--- config.mk ---
export PLATFORM = sky130hd
export DESIGN_NAME = ief_i2c_err
export DESIGN_NICKNAME = d
export VERILOG_FILES = /design/src/include/ief_pkg.sv /design/src/rtl/ief_bus_cond.sv /design/src/rtl/ief_i2c_err.sv /design/src/rtl/ief_pin_sync.sv
export SDC_FILE = /design/constraint.sdc
export NUM_CORES = 1
export LEC_CHECK = 0
export BUFFER_PORTS_ARGS = -buffer_cell sky130_fd_sc_hd__buf_2
export CAP_MARGIN = 15
export CORE_ASPECT_RATIO = 1.1
export CORE_UTILIZATION = 58
export DETAILED_ROUTE_END_ITERATION = 16
export PLACE_DENSITY = 0.83
export SKIP_CTS_REPAIR_TIMING = 1
export SYNTH_ARGS = -nofsm -noshare
export SYNTH_HDL_FRONTEND = slang
export SYNTH_SLANG_ARGS = --single-unit
--- constraint.sdc ---
create_clock -name core_clk -period 2.6 [get_ports core_clk]
set_clock_uncertainty 0.1 [all_clocks]
set_input_delay 0.13 -clock core_clk [delete_from_list [all_inputs] [get_ports core_clk]]
set_output_delay 0.13 -clock core_clk [all_outputs]
set_load 0.02 [all_outputs]
--- src/include/ief_pkg.sv ---
// Package with register map, status fields, link states and timing for the two-wire error block.
package ief_pkg;
   localparam int DATA_W = 32;
   localparam int ADDR_W = 8;
   localparam int BYTE_W = 8;
   localparam int CNT_W = 3;

   // Byte addresses of the word registers.
   localparam logic [ADDR_W-1:0] REG_CTRL = 8'h00;
   localparam logic [ADDR_W-1:0] REG_STATUS = 8'h04;
   localparam logic [ADDR_W-1:0] REG_RXDATA = 8'h08;
   localparam logic [ADDR_W-1:0] REG_TXDATA = 8'h0c;
   localparam logic [ADDR_W-1:0] REG_INTSTAT = 8'h10;
   localparam logic [ADDR_W-1:0] REG_INTMASK = 8'h14;

   // Control register fields.
   localparam int BIT_MASTER = 0;
   localparam int BIT_ON = 15;
   localparam logic [DATA_W-1:0] CTRL_MASK = 32'h0000_8001;
   localparam logic [DATA_W-1:0] CTRL_RESET = 32'h0000_0000;

   // Status register fields; the event and mask registers share this layout.
   localparam int BIT_RXFULL = 1;
   localparam int BIT_START = 3;
   localparam int BIT_STOP = 4;
   localparam int BIT_STALL = 6;
   localparam int BIT_COLL = 10;
   localparam int BIT_OVF = 20;
   localparam logic [DATA_W-1:0] STATUS_RESET = 32'h0000_0000;
   localparam logic [DATA_W-1:0] STATUS_W1C = 32'h0010_0440;
   localparam logic [DATA_W-1:0] INTSTAT_RESET = 32'h0000_0000;
   localparam logic [DATA_W-1:0] INTMASK_RESET = 32'h0000_0400;
   localparam logic [DATA_W-1:0] READ_ZERO = 32'h0000_0000;
   localparam logic [BYTE_W-1:0] BYTE_RESET = 8'h00;
   localparam logic [CNT_W-1:0] CNT_ZERO = 3'h0;
   localparam logic [CNT_W-1:0] CNT_ONE = 3'h1;
   localparam logic [CNT_W-1:0] LAST_BIT = 3'h7;

   // Timing: core clock and the bus-stall watchdog.
   localparam int CLK_HZ = 100_000_000;
   localparam int STALL_TIME_US = 1000;
   localparam int STALL_CYCLES_DEF = (CLK_HZ / 1_000_000) * STALL_TIME_US;
   localparam int DISABLE_CLR_INSTR = 4;

   typedef enum logic [2:0] {
      LNK_IDLE = 3'b001,
      LNK_BYTE = 3'b010,
      LNK_ACK = 3'b100
   } ief_link_t;
endpackage

--- src/rtl/ief_bus_cond.sv ---
// Edge and start/stop condition detector on the synchronised clock and data lines.
module ief_bus_cond (
   input wire logic core_clk,
   input wire logic srst,
   input wire logic sclLvl,
   input wire logic sdaLvl,
   output logic sclRise,
   output logic sclFall,
   output logic startDet,
   output logic stopDet
);
   import ief_pkg::*;

   logic sclPrev, sdaPrev;
   logic next_sclPrev, next_sdaPrev;

   always_comb begin
      next_sclPrev = sclLvl;
      next_sdaPrev = sdaLvl;
      sclRise = sclLvl && !sclPrev;
      sclFall = !sclLvl && sclPrev;
      // Data moving while the clock stays high marks a frame boundary.
      startDet = sclLvl && sclPrev && sdaPrev && !sdaLvl;
      stopDet = sclLvl && sclPrev && !sdaPrev && sdaLvl;
   end

   always_ff @(posedge core_clk) begin
      if (srst) begin
         sclPrev <= 1'b1;
         sdaPrev <= 1'b1;
      end else begin
         sclPrev <= next_sclPrev;
         sdaPrev <= next_sdaPrev;
      end
   end
endmodule

--- src/rtl/ief_i2c_err.sv ---
// Two-wire controller error flags, byte link and recovery with an Avalon-MM register slave.
// Notes on behaviour
// - Collision flag, status bit 10, is set on a detected collision in master mode only.
// - Overflow flag, status bit 20, is set when a byte arrives while one waits.
// - Start is shown in status bit 3 and stop in status bit 4.
// - Software may clear the overflow flag; reception and transmission then carry on.
// - Clearing enable, control bit 15, clears the whole status register within 4 cycles.
// - Setting enable again after the clear resumes normal operation.
// - A set collision flag raises the interrupt.
// - Error flags never assert falsely at fast rates or in long transfers.
// - A stalled transfer always leaves an error indication that software can see.
module ief_i2c_err #(
   parameter int STALL_CYCLES = ief_pkg::STALL_CYCLES_DEF
) (
   input wire logic core_clk,
   input wire logic srst,
   input wire logic [ief_pkg::ADDR_W-1:0] avs_address,
   input wire logic avs_read,
   input wire logic avs_write,
   input wire logic [ief_pkg::DATA_W-1:0] avs_writedata,
   output logic [ief_pkg::DATA_W-1:0] avs_readdata,
   output logic avs_waitrequest,
   output logic irq,
   input wire logic sclIn,
   input wire logic sdaIn,
   output logic sdaOut,
   output logic sdaOe
);
   import ief_pkg::*;

   localparam int STALL_W = $clog2(STALL_CYCLES + 1);
   localparam logic [STALL_W-1:0] STALL_LAST = STALL_W'(STALL_CYCLES - 1);
   localparam logic [STALL_W-1:0] STALL_ZERO = '0;
   localparam logic [STALL_W-1:0] STALL_ONE = STALL_W'(1);

   logic sclLvl, sdaLvl, sclRise, sclFall, startDet, stopDet;
   logic [DATA_W-1:0] ctrl, status, intStat, intMask, next_ctrl, next_status, next_intStat, next_intMask;
   logic [DATA_W-1:0] next_readdata, evVec;
   logic ack, next_ack, next_irq;
   logic [BYTE_W-1:0] rxData, txData, shiftReg, next_rxData, next_txData, next_shiftReg, rxByte;
   logic txArmed, txBusy, driveLow, next_txArmed, next_txBusy, next_driveLow;
   logic [CNT_W-1:0] bitCnt, next_bitCnt;
   logic [STALL_W-1:0] stallCnt, next_stallCnt;
   ief_link_t state, next_state;
   logic enable, master, accRd, accWr, rxTaken, txTaken;
   logic evColl, evOvf, evByte, evStall;

   ief_pin_sync #(.W(2)) u_sync (
      .core_clk(core_clk),
      .srst(srst),
      .raw({sclIn, sdaIn}),
      .lvl({sclLvl, sdaLvl})
   );

   ief_bus_cond u_cond (
      .core_clk(core_clk),
      .srst(srst),
      .sclLvl(sclLvl),
      .sdaLvl(sdaLvl),
      .sclRise(sclRise),
      .sclFall(sclFall),
      .startDet(startDet),
      .stopDet(stopDet)
   );

   assign enable = ctrl[BIT_ON];
   assign master = ctrl[BIT_MASTER];
   assign accRd = avs_read && ack;
   assign accWr = avs_write && ack;
   assign avs_waitrequest = (avs_read || avs_write) && !ack;
   assign rxTaken = accRd && (avs_address == REG_RXDATA);
   assign txTaken = enable && startDet && !stopDet && txArmed && master;
   assign rxByte = {shiftReg[BYTE_W-2:0], sdaLvl};
   // The line is open drain: only a low level is ever driven.
   assign sdaOut = 1'b0;
   assign sdaOe = driveLow;

   // Link state: bit shifting, acknowledge, collision check and stall watchdog.
   always_comb begin
      next_state = state;
      next_bitCnt = bitCnt;
      next_shiftReg = shiftReg;
      next_txBusy = txBusy;
      next_driveLow = driveLow;
      next_stallCnt = stallCnt;
      evColl = 1'b0;
      evByte = 1'b0;
      evStall = 1'b0;
      if (!enable) begin
         next_state = LNK_IDLE;
         next_bitCnt = CNT_ZERO;
         next_txBusy = 1'b0;
         next_driveLow = 1'b0;
         next_stallCnt = STALL_ZERO;
      end else if (stopDet) begin
         next_state = LNK_IDLE;
         next_txBusy = 1'b0;
         next_driveLow = 1'b0;
      end else if (startDet) begin
         next_state = LNK_BYTE;
         next_bitCnt = CNT_ZERO;
         next_txBusy = txTaken;
         next_driveLow = 1'b0;
      end else begin
         case (state)
            LNK_IDLE: begin
               next_bitCnt = CNT_ZERO;
            end
            LNK_BYTE: begin
               if (sclRise) begin
                  next_shiftReg = rxByte;
                  next_bitCnt = bitCnt + CNT_ONE;
                  // Released line read back low while sending: another master won.
                  if (txBusy && master && !driveLow && !sdaLvl) begin
                     evColl = 1'b1;
                     next_state = LNK_IDLE;
                     next_txBusy = 1'b0;
                  end else if (bitCnt == LAST_BIT) begin
                     next_state = LNK_ACK;
                     evByte = !txBusy;
                  end
               end else if (sclFall) begin
                  next_driveLow = txBusy && !txData[LAST_BIT - bitCnt];
               end
            end
            LNK_ACK: begin
               if (sclRise) begin
                  next_state = LNK_BYTE;
                  next_bitCnt = CNT_ZERO;
                  next_txBusy = 1'b0;
               end else if (sclFall) begin
                  // As receiver pull the acknowledge low; as sender leave it to the far end.
                  next_driveLow = !txBusy;
               end
            end
            default: begin
               next_state = LNK_IDLE;
            end
         endcase
         // A frame with no clock edge for too long is dropped and flagged, never left hanging.
         if (state == LNK_IDLE || sclRise || sclFall) begin
            next_stallCnt = STALL_ZERO;
         end else if (stallCnt == STALL_LAST) begin
            evStall = 1'b1;
            next_stallCnt = STALL_ZERO;
            next_state = LNK_IDLE;
            next_txBusy = 1'b0;
            next_driveLow = 1'b0;
         end else begin
            next_stallCnt = stallCnt + STALL_ONE;
         end
      end
   end

   always_ff @(posedge core_clk) begin
      if (srst) begin
         state <= LNK_IDLE;
         bitCnt <= CNT_ZERO;
         shiftReg <= BYTE_RESET;
         txBusy <= 1'b0;
         driveLow <= 1'b0;
         stallCnt <= STALL_ZERO;
      end else begin
         state <= next_state;
         bitCnt <= next_bitCnt;
         shiftReg <= next_shiftReg;
         txBusy <= next_txBusy;
         driveLow <= next_driveLow;
         stallCnt <= next_stallCnt;
      end
   end

   // Registers, flags and bus slave.
   always_comb begin
      next_ctrl = ctrl;
      next_status = status;
      next_intMask = intMask;
      next_rxData = rxData;
      next_txData = txData;
      next_txArmed = txArmed && !txTaken;
      next_ack = (avs_read || avs_write) && !ack;
      next_readdata = avs_readdata;
      evOvf = evByte && status[BIT_RXFULL] && !rxTaken;
      evVec = READ_ZERO;
      evVec[BIT_COLL] = evColl;
      evVec[BIT_OVF] = evOvf;
      evVec[BIT_START] = enable && startDet;
      evVec[BIT_STOP] = enable && stopDet;
      evVec[BIT_RXFULL] = evByte;
      evVec[BIT_STALL] = evStall;
      if (avs_read && !ack) begin
         case (avs_address)
            REG_CTRL: next_readdata = ctrl;
            REG_STATUS: next_readdata = status;
            REG_RXDATA: next_readdata = {{(DATA_W - BYTE_W){1'b0}}, rxData};
            REG_TXDATA: next_readdata = {{(DATA_W - BYTE_W){1'b0}}, txData};
            REG_INTSTAT: next_readdata = intStat;
            REG_INTMASK: next_readdata = intMask;
            default: next_readdata = READ_ZERO;
         endcase
      end
      if (accWr) begin
         case (avs_address)
            REG_CTRL: next_ctrl = avs_writedata & CTRL_MASK;
            REG_STATUS: next_status = status & ~(avs_writedata & STATUS_W1C);
            REG_TXDATA: begin
               next_txData = avs_writedata[BYTE_W-1:0];
               next_txArmed = 1'b1;
            end
            REG_INTMASK: next_intMask = avs_writedata;
            default: next_intMask = intMask;
         endcase
      end
      // Only bits that the read really returned are cleared, so a same-cycle event survives.
      next_intStat = (accRd && avs_address == REG_INTSTAT) ? (intStat & ~avs_readdata) : intStat;
      next_intStat = next_intStat | evVec;
      if (rxTaken) begin
         next_status[BIT_RXFULL] = 1'b0;
      end
      if (evByte && !evOvf) begin
         next_rxData = rxByte;
         next_status[BIT_RXFULL] = 1'b1;
      end
      // Hardware sets after the software clear, so a set in the same cycle wins.
      if (evColl) begin
         next_status[BIT_COLL] = 1'b1;
      end
      if (evOvf) begin
         next_status[BIT_OVF] = 1'b1;
      end
      if (evStall) begin
         next_status[BIT_STALL] = 1'b1;
      end
      if (enable && startDet) begin
         next_status[BIT_START] = 1'b1;
         next_status[BIT_STOP] = 1'b0;
      end else if (enable && stopDet) begin
         next_status[BIT_STOP] = 1'b1;
         next_status[BIT_START] = 1'b0;
      end
      // A disabled module holds its whole status word clear until enabled again.
      if (!enable) begin
         next_status = STATUS_RESET;
         next_txArmed = 1'b0;
      end
      next_irq = |(next_intStat & next_intMask);
   end

   always_ff @(posedge core_clk) begin
      if (srst) begin
         ctrl <= CTRL_RESET;
         status <= STATUS_RESET;
         intStat <= INTSTAT_RESET;
         intMask <= INTMASK_RESET;
         rxData <= BYTE_RESET;
         txData <= BYTE_RESET;
         txArmed <= 1'b0;
         ack <= 1'b0;
         avs_readdata <= READ_ZERO;
         irq <= 1'b0;
      end else begin
         ctrl <= next_ctrl;
         status <= next_status;
         intStat <= next_intStat;
         intMask <= next_intMask;
         rxData <= next_rxData;
         txData <= next_txData;
         txArmed <= next_txArmed;
         ack <= next_ack;
         avs_readdata <= next_readdata;
         irq <= next_irq;
      end
   end

   AST_COLL_MASTER: assert property (@(posedge core_clk) disable iff (srst)
      $rose(status[BIT_COLL]) |-> $past(master) && $past(txBusy))
      else $error("collision flag set outside a master transmission");

   AST_OVF_CAUSE: assert property (@(posedge core_clk) disable iff (srst)
      $rose(status[BIT_OVF]) |-> $past(status[BIT_RXFULL]) && $past(evByte))
      else $error("overflow flag set without a waiting byte");

   AST_START_STOP: assert property (@(posedge core_clk) disable iff (srst)
      (enable && startDet && !stopDet) |=> status[BIT_START] && !status[BIT_STOP])
      else $error("start condition not reported");

   AST_OVF_CLEAR: assert property (@(posedge core_clk) disable iff (srst)
      (accWr && avs_address == REG_STATUS && avs_writedata[BIT_OVF] && !evOvf) |=> !status[BIT_OVF])
      else $error("overflow flag did not clear on software write");

   AST_DISABLE_CLEAR: assert property (@(posedge core_clk) disable iff (srst)
      $fell(enable) |-> ##[0:3] (status == STATUS_RESET))
      else $error("status not cleared after disable");

   AST_REENABLE: assert property (@(posedge core_clk) disable iff (srst)
      $rose(enable) |-> (status == STATUS_RESET) && state == LNK_IDLE)
      else $error("module did not restart from a clean state");

   AST_IRQ_COLL: assert property (@(posedge core_clk) disable iff (srst)
      ($rose(status[BIT_COLL]) && intMask[BIT_COLL]) |-> irq)
      else $error("collision did not raise the interrupt");

   AST_NO_FALSE_COLL: assert property (@(posedge core_clk) disable iff (srst)
      $rose(status[BIT_COLL]) |-> $past(sclRise) && !$past(sdaLvl) && !$past(driveLow))
      else $error("collision flagged without a lost bit");

   AST_STALL_FLAG: assert property (@(posedge core_clk) disable iff (srst)
      (enable && state != LNK_IDLE && !sclRise && !sclFall && !startDet && !stopDet && stallCnt == STALL_LAST)
      |=> status[BIT_STALL] && state == LNK_IDLE)
      else $error("stalled frame left without an error flag");

   AST_STICKY: assert property (@(posedge core_clk) disable iff (srst)
      (status[BIT_COLL] && enable && !(accWr && avs_address == REG_STATUS && avs_writedata[BIT_COLL]))
      |=> status[BIT_COLL])
      else $error("collision flag cleared by hardware");
endmodule

--- src/rtl/ief_pin_sync.sv ---
// Three-stage synchroniser with agreement filter for the bus pins.
module ief_pin_sync #(
   parameter int W = 2
) (
   input wire logic core_clk,
   input wire logic srst,
   input wire logic [W-1:0] raw,
   output logic [W-1:0] lvl
);
   import ief_pkg::*;

   genvar g;
   generate
      for (g = 0; g < W; g++) begin : gen_bit
         logic s1, s2, s3, q;
         logic next_q;
         // The output moves only when the last two stages agree, so one glitchy sample is not counted.
         always_comb begin
            next_q = (s2 == s3) ? s3 : q;
         end
         always_ff @(posedge core_clk) begin
            if (srst) begin
               s1 <= 1'b1;
               s2 <= 1'b1;
               s3 <= 1'b1;
               q <= 1'b1;
            end else begin
               s1 <= raw[g];
               s2 <= s1;
               s3 <= s2;
               q <= next_q;
            end
         end
         assign lvl[g] = q;
      end
   endgenerate
endmodule
==> reports/results.ini, run 1 <==
[critical_path]
cp-end-kind = flop
cpMostUsedCell = buf_4
cp_slowest_stage_delay_ns = 0.54
critPathSlowestCell = or4bb_1
cp_cell_sequence = or4bb_1 -> nor4_1 -> buf_4 -> nand4_1 -> a21oi_1 -> a2111oi_0 -> buf_4 -> a31oi_1
critPathLaunch = stallCnt[10]$_SDFFE_PP0P_
cp_num_buf_inv = 2
regToRegStartpoint = stallCnt[10]$_SDFFE_PP0P_
worstPathRequired_ns = 2.86
arrival_ns = 2.78
criticalPathCategory = reg2reg
start_kind = flop
cp_max_fo = 7
cp_top_family = simple AND/OR/NAND/NOR gates

[die]
core-area_mm2 = 0.0122
dieWidth_um = 109
io_pins = 82
initial_core_util_pct = 60.1
chipHeight_um = 120
rows = 42
die_area_mm2 = 0.0131

[yosys]
synth_top_cell_area_share_pct = 45.1
yosys.area.top_type = dfxtp_1
synth_compound_area_share_pct = 22.2
ys_warn_count = 0
synthAdderAreaFrac_pct = 0.513
yosys-top-cells-area = dfxtp_1 45%, a21oi_1 6.3%, nor2_1 6.0%
synth_top_flop_cell = dfxtp_1
synthArstFlopShare_pct = 0
synth_commonest_cells = 165 x dfxtp_1, 118 x nor2_1, 92 x a21oi_1
syn-cell-area_mm2 = 0.00732
synth_most_common_cell = dfxtp_1
yosysUniqueCellTypes = 64
ys_ff_latch = 165
avgSynthCellArea_um2 = 8.77
ys_seq_area_share_pct = 45.1
synth_xor_area_share_pct = 1.56
synthesis.nets = 884
synth.mux.area_fraction_pct = 4.51
synthSimpleGateAreaFrac_pct = 20.5
netlist_instances = 835
synth_top_family_by_area = compound AO/OA/AOI/OAI gates
synth-edff-count = 0

[grt]
grt_pass1_wl_mm = 32.4
grt_pass1_vias = 6464
antenna_found_initial = 0
track_usage_pct = 32.2
grt_max_degree = 86
overflow = 0

[routing]
wl_per_cell_um = 18.9
vias = 7025
drtIter0Drc = 803
dr.pass1.iters = 7
drc = 0
wl_mm = 20.7
ant_nets = 0
viasPerCell = 6.40

[layout]
diodes = 0
drive_gt1_share_pct = 17.1
fin_nets = 981
areaGrowthSynthToFinish_pct = 20.3
stdcell_area_mm2 = 0.00881
utilization_pct = 72.2

[clock_network]
htreeDepth = 4
numCtsBuffers = 17
clock_sinks = 165
clock_latency_ns = 0.44
cts_buffer_depth = 2
cts_tree = yes
cts-root-buf = clkbuf_16
path_clk_slew_ns = 0.06

[placement]
dp_slack_ns = 0.208
port-buffer-count = 80
gp_congestion = 0.866
dp_hpwl_mm = 12.8
place_area_mm2 = 0.00787

[sta]
finalCritPeriodShare_pct = 97.2
tightest_slew_ns = 0.853
relSlewSlack_pct = 43.1
setup_slack_ns = 0.0729
fmax_mhz = 396
setup_viol = 0
period_needed_ns = 2.53
final_hold_viol_count = 0
slew_violations = 0

[power_and_ir_drop]
power.total_mw = 5.29
power_leakage_nw = 3.15
cellPowerDensity_mw_per_mm2 = 600
vdd_ir_drop_max_mv = 0.828

[run_status]
status = finished, final reports clean

[worst_hold_path]
hold_class = in2reg
worstHoldStart = avs_address[5]

[job]
max-cap-violations = 0

## cell families after synthesis
family                     count (synthesis)
xor gates and xnor gates                  13
AOI/OAI and AO/OA                        236
adders and majority gates                  3
muxes                                     30
other                                      1
and+or+nand+nor                          290
DFF                                      165
buffers and inverters                     97
## metal layers
layer | vias to the layer above | part of all wire (%) | track usage, %
met1 | 3312 | 40 | 38.9
met4 | 0 | 3.1 | 15.6
met2 | 388 | 49 | 52.9
li1 | 3258 | - | -
met5 | - | 0 | 0
met3 | 67 | 8.4 | 8.09
## sequential cells by signal (all words and copies together), names as in the netlist
signal,flops
avs_readdata,32
intMask,32
intStat,32
stallCnt,17
rxData,8
txData,8
shiftReg,7
status,6
bitCnt,3
state,3
ctrl,2
u_sync.gen_bit.q,2
u_sync.gen_bit.s1,2
u_sync.gen_bit.s2,2
u_sync.gen_bit.s3,2
ack,1
irq,1
sdaOe,1
txArmed,1
txBusy,1
u_cond.sclPrev,1
u_cond.sdaPrev,1
## placed cells by master (no fill, tap or decap), types with 4 or more instances in the layout
cell type	n
a211oi_1	24
a21oi_1	92
a221o_1	25
a222oi_1	11
a22oi_1	28
and2_1	7
and3_1	6
buf_2	79
buf_4	30
clkbuf_1	4
clkbuf_16	17
dfxtp_1	164
dlygate4sd3_1	36
inv_1	29
mux2i_1	24
nand2_1	35
nand2b_1	5
nand3_1	20
nand4_1	42
nor2_1	117
nor2b_1	9
nor3_1	8
nor4_1	5
o21ai_0	8
o31ai_1	24
or2_2	10
xnor2_1	5
xor2_1	8
## power by group
part           internal, mW  switching (mW)
Combinational        0.0842           0.134
Clock                  1.52            1.01
Sequential             2.53         0.00344
## per-stage QoR
step	TNS, ns	cells	hold WS (ns)
final	0	1097	0.0980
after detailed placement	0	1031	0.218
after CTS	0	1061	-0.227
after floorplan	0	835	0.134
after global placement	0	1031	0.214
after global routing	-0.0457	1097	0.117
## worst min-delay path, cell delays in order
cell	delay, ns
buf_2	0.13
nor4b_4	0.08
nand4_1	0.10
a32oi_1	0.07
nor2_1	0.09
## final timing paths
kind                                endpoint  slack, ns  cells past startpoint
max reg2reg                   irq$_SDFF_PP0_       0.07                      8
min                   intStat[20]$_SDFF_PP0_        0.1                      5
max                           irq$_SDFF_PP0_       0.07                      8
min reg2reg  u_sync.gen_bit[1].s2$_SDFF_PP1_       0.31                      1
## area by class of cell
| cell class | count | area [µm²] |
|---|---|---|
| clock buffer | 22 | 454 |
| inverter | 29 | 109 |
| tap | 154 | 193 |
| clock inverter | 8 | 126 |
| fill | 867 | 3380 |
| sequential | 165 | 3300 |
| timing repair buffer | 146 | 1000 |
| multi-input combinational | 573 | 3620 |
Power figures use the tool's default switching activity.
==> run 2: changes to the inputs <==
--- a/config.mk
+++ b/config.mk
@@ -6,11 +6,11 @@
 export NUM_CORES = 1
 export LEC_CHECK = 0
 export BUFFER_PORTS_ARGS = -buffer_cell sky130_fd_sc_hd__buf_2
-export CAP_MARGIN = 15
 export CORE_ASPECT_RATIO = 1.1
-export CORE_UTILIZATION = 58
+export CORE_UTILIZATION = 61
+export CTS_BUF_LIST = sky130_fd_sc_hd__clkbuf_8
 export DETAILED_ROUTE_END_ITERATION = 16
-export PLACE_DENSITY = 0.83
+export PLACE_DENSITY = 0.87
 export SKIP_CTS_REPAIR_TIMING = 1
 export SYNTH_ARGS = -nofsm -noshare
 export SYNTH_HDL_FRONTEND = slang
==> run 2 against run 1 <==
Net effect:
- clock power is 26% lower
- sequential share of layout area grew 0.16 points
- clock-buffer cell count fell by 2
- hold slack gained 0.028 ns
- non-clock buffer count is 14 higher
- core utilization grew 3.4 points
- worst setup slack better by 0.18 ns
- critical path depth decreased by 1
- wire length up 4.4%
- critical path type unchanged
- critical endpoint unchanged
- largest power group unchanged
==> reports/results.ini, run 2 (synthesis results as in run 1) <==
[run_status]
status = finished, final reports clean

[clock_network]
htreeDepth = 4  ; unchanged
clock_latency_ns = 0.47  ; +0.03 ns
cts_buffer_depth = 2  ; unchanged
cts_tree = yes
numCtsBuffers = 17  ; unchanged
clock_sinks = 165  ; unchanged
path_clk_slew_ns = 0.09  ; +0.03 ns
cts-root-buf = clkbuf_8

[die]
io_pins = 82  ; unchanged
chipHeight_um = 117  ; -2.4%
die_area_mm2 = 0.0124  ; -4.8%
dieWidth_um = 106  ; -2.4%
rows = 41  ; -2.4%
core-area_mm2 = 0.0116  ; -4.9%
initial_core_util_pct = 63.2  ; +3.1 points

[sta]
slew_violations = 0  ; unchanged
rsz0062_at_grt = false
period_needed_ns = 2.35  ; -0.180 ns
setup_viol = 0  ; unchanged
fmax_mhz = 426  ; +7.6%
fin_setup_tns_ns = 0  ; unchanged
tightest_slew_ns = 0.594  ; -0.260 ns
finalCritPeriodShare_pct = 90.3  ; -6.9 points
final_hold_viol_count = 0  ; unchanged
relSlewSlack_pct = 60.4  ; +17 points
setup_slack_ns = 0.252  ; +0.180 ns

[layout]
layout_common_cells = 165 x dfxtp_1, 117 x nor2_1, 92 x a21oi_1, 79 x buf_2, 42 x nand4_1
fin_nets = 995  ; +1.4%
reg_top3 = avs_readdata: 32 flops, intMask: 32 flops, intStat: 32 flops
regArea_mm2 = 0.00330  ; about the same
layout_commonest_cell = dfxtp_1
drive_gt1_share_pct = 18.1  ; +1.1 points
multi_input_area_mm2 = 0.00362  ; about the same
final_cells = 1109  ; +1.1%
diodes = 0  ; unchanged
areaGrowthSynthToFinish_pct = 19.7
fillers = 833  ; -3.9%

[routing]
drc = 0  ; unchanged
wl_per_cell_um = 19.5  ; +3.3%
dr.pass1.iters = 6  ; -1
ant_nets = 0  ; unchanged
vias = 7257  ; +3.3%
viasPerCell = 6.54  ; +2.2%
wl_mm = 21.6  ; +4.4%
drtIter0Drc = 916  ; +14%

[job]
max-cap-violations = 0  ; unchanged

[critical_path]
criticalPathCategory = reg2reg
critPathSlowestCell = and3_1
r2r_cells = 7  ; -1
regToRegStartpoint = ack$_SDFF_PP0_
cp-end-kind = flop
worstReg2RegEnd = irq$_SDFF_PP0_
reg2reg_slack_ns = 0.25  ; +0.18 ns
cp_slowest_stage_delay_ns = 0.50  ; -0.04 ns
arrival_ns = 2.58  ; -0.20 ns
cp_max_fo = 12  ; +5
cp_cell_sequence = and2_1 -> and3_1 -> buf_4 -> a221o_1 -> nand4_1 -> nor4_1 -> a31oi_1
start_kind = flop
worstPathRequired_ns = 2.83  ; -0.03 ns

[power_and_ir_drop]
power_leakage_nw = 3.17  ; +0.60%
vdd_ir_drop_max_mv = 0.406  ; -51%
cellPowerDensity_mw_per_mm2 = 530  ; -12%

[worst_hold_path]
worstHoldStart = avs_address[2]
hold_depth = 5  ; unchanged
hold_class = in2reg
worstHoldEndpoint = intStat[20]$_SDFF_PP0_

[grt]
grt_max_degree = 56  ; -35%
grt_pass1_vias = 6611  ; +2.3%
grt_pass1_wl_mm = 32.7  ; +0.81%
overflow = 0  ; unchanged
track_usage_pct = 33.7  ; +1.5 points
antenna_found_initial = 0  ; unchanged

[placement]
dp_slack_ns = 0.222  ; +0.0140 ns
port-buffer-count = 80  ; unchanged
dp_hpwl_mm = 13.6  ; +6.5%
dpl.cell_count = 1036  ; +0.48%
gp_congestion = 0.920  ; +6.2%

-- run 2: changes by cell type in the layout (fill, tap and decap cells not counted), moves of 2 or more --
cell	before	now
buf_12	1	3
buf_4	30	37
clkbuf_1	4	0
clkbuf_16	17	0
clkbuf_8	1	20
clkinv_2	1	4
clkinv_4	0	3
dlygate4sd3_1	36	41
-- run 2: worst max path at each step --
| stage | from | end | slack [ns] | cells past startpoint |
|---|---|---|---|---|
| floorplan | stallCnt[12]$_SDFFE_PP0P_ | stallCnt[10]$_SDFFE_PP0P_ | 0.44 | 6 |
| global placement | avs_address[3] | irq$_SDFF_PP0_ | 0.27 | 8 |
| detailed placement | avs_address[3] | irq$_SDFF_PP0_ | 0.22 | 8 |
| CTS | ack$_SDFF_PP0_ | irq$_SDFF_PP0_ | 0.31 | 7 |
| global route | ack$_SDFF_PP0_ | irq$_SDFF_PP0_ | 0.15 | 7 |
| finish | ack$_SDFF_PP0_ | irq$_SDFF_PP0_ | 0.25 | 7 |
-- run 2: report_power, final --
part           total [mW]  switching, mW  internal, mW  leakage (nW)
Clock                1.88          0.958         0.926         0.201
Sequential           2.53        0.00361          2.53          1.33
Combinational       0.226          0.138        0.0876          1.64
Total                4.64           1.10          3.54          3.17
-- run 2: cell type report --
| class | instances | area share (%) |
|---|---|---|
| timing repair buffer | 160 | 13.0 |
| clock buffer | 20 | 3.14 |
| sequential | 165 | 37.7 |
| inverter | 29 | 1.24 |
| tap | 150 | 2.14 |
| multi-input combinational | 573 | 41.3 |
| clock inverter | 12 | 1.47 |
-- run 2: routing by layer --
layer,GRT usage (%),vias to the layer above,routed length [µm]
met4,18.1,0,877
li1,-,3294,-
met2,56.2,450,10300
met5,0,-,0
met3,7.70,85,2100
met1,41.0,3428,8310
-- run 2: metrics by stage --
step	cell area, µm²	util [%]	power (mW)	hold slack [ns]
after floorplan	7320	-	2.68	0.134
after global placement	7950	68.6	2.76	0.215
after detailed placement	7950	68.6	2.77	0.222
after CTS	8360	72.1	4.59	-0.272
after global routing	8770	75.6	4.78	0.139
final	8770	75.6	4.64	0.127
-- run 2: critical path, delay by kind of cell (launching register included) --
kind,cells,cell delay [ns]
buffers and inverters,1,0.29
and+or+nand+nor,4,1.10
AOI/OAI and AO/OA,2,0.31
DFF,1,0.41
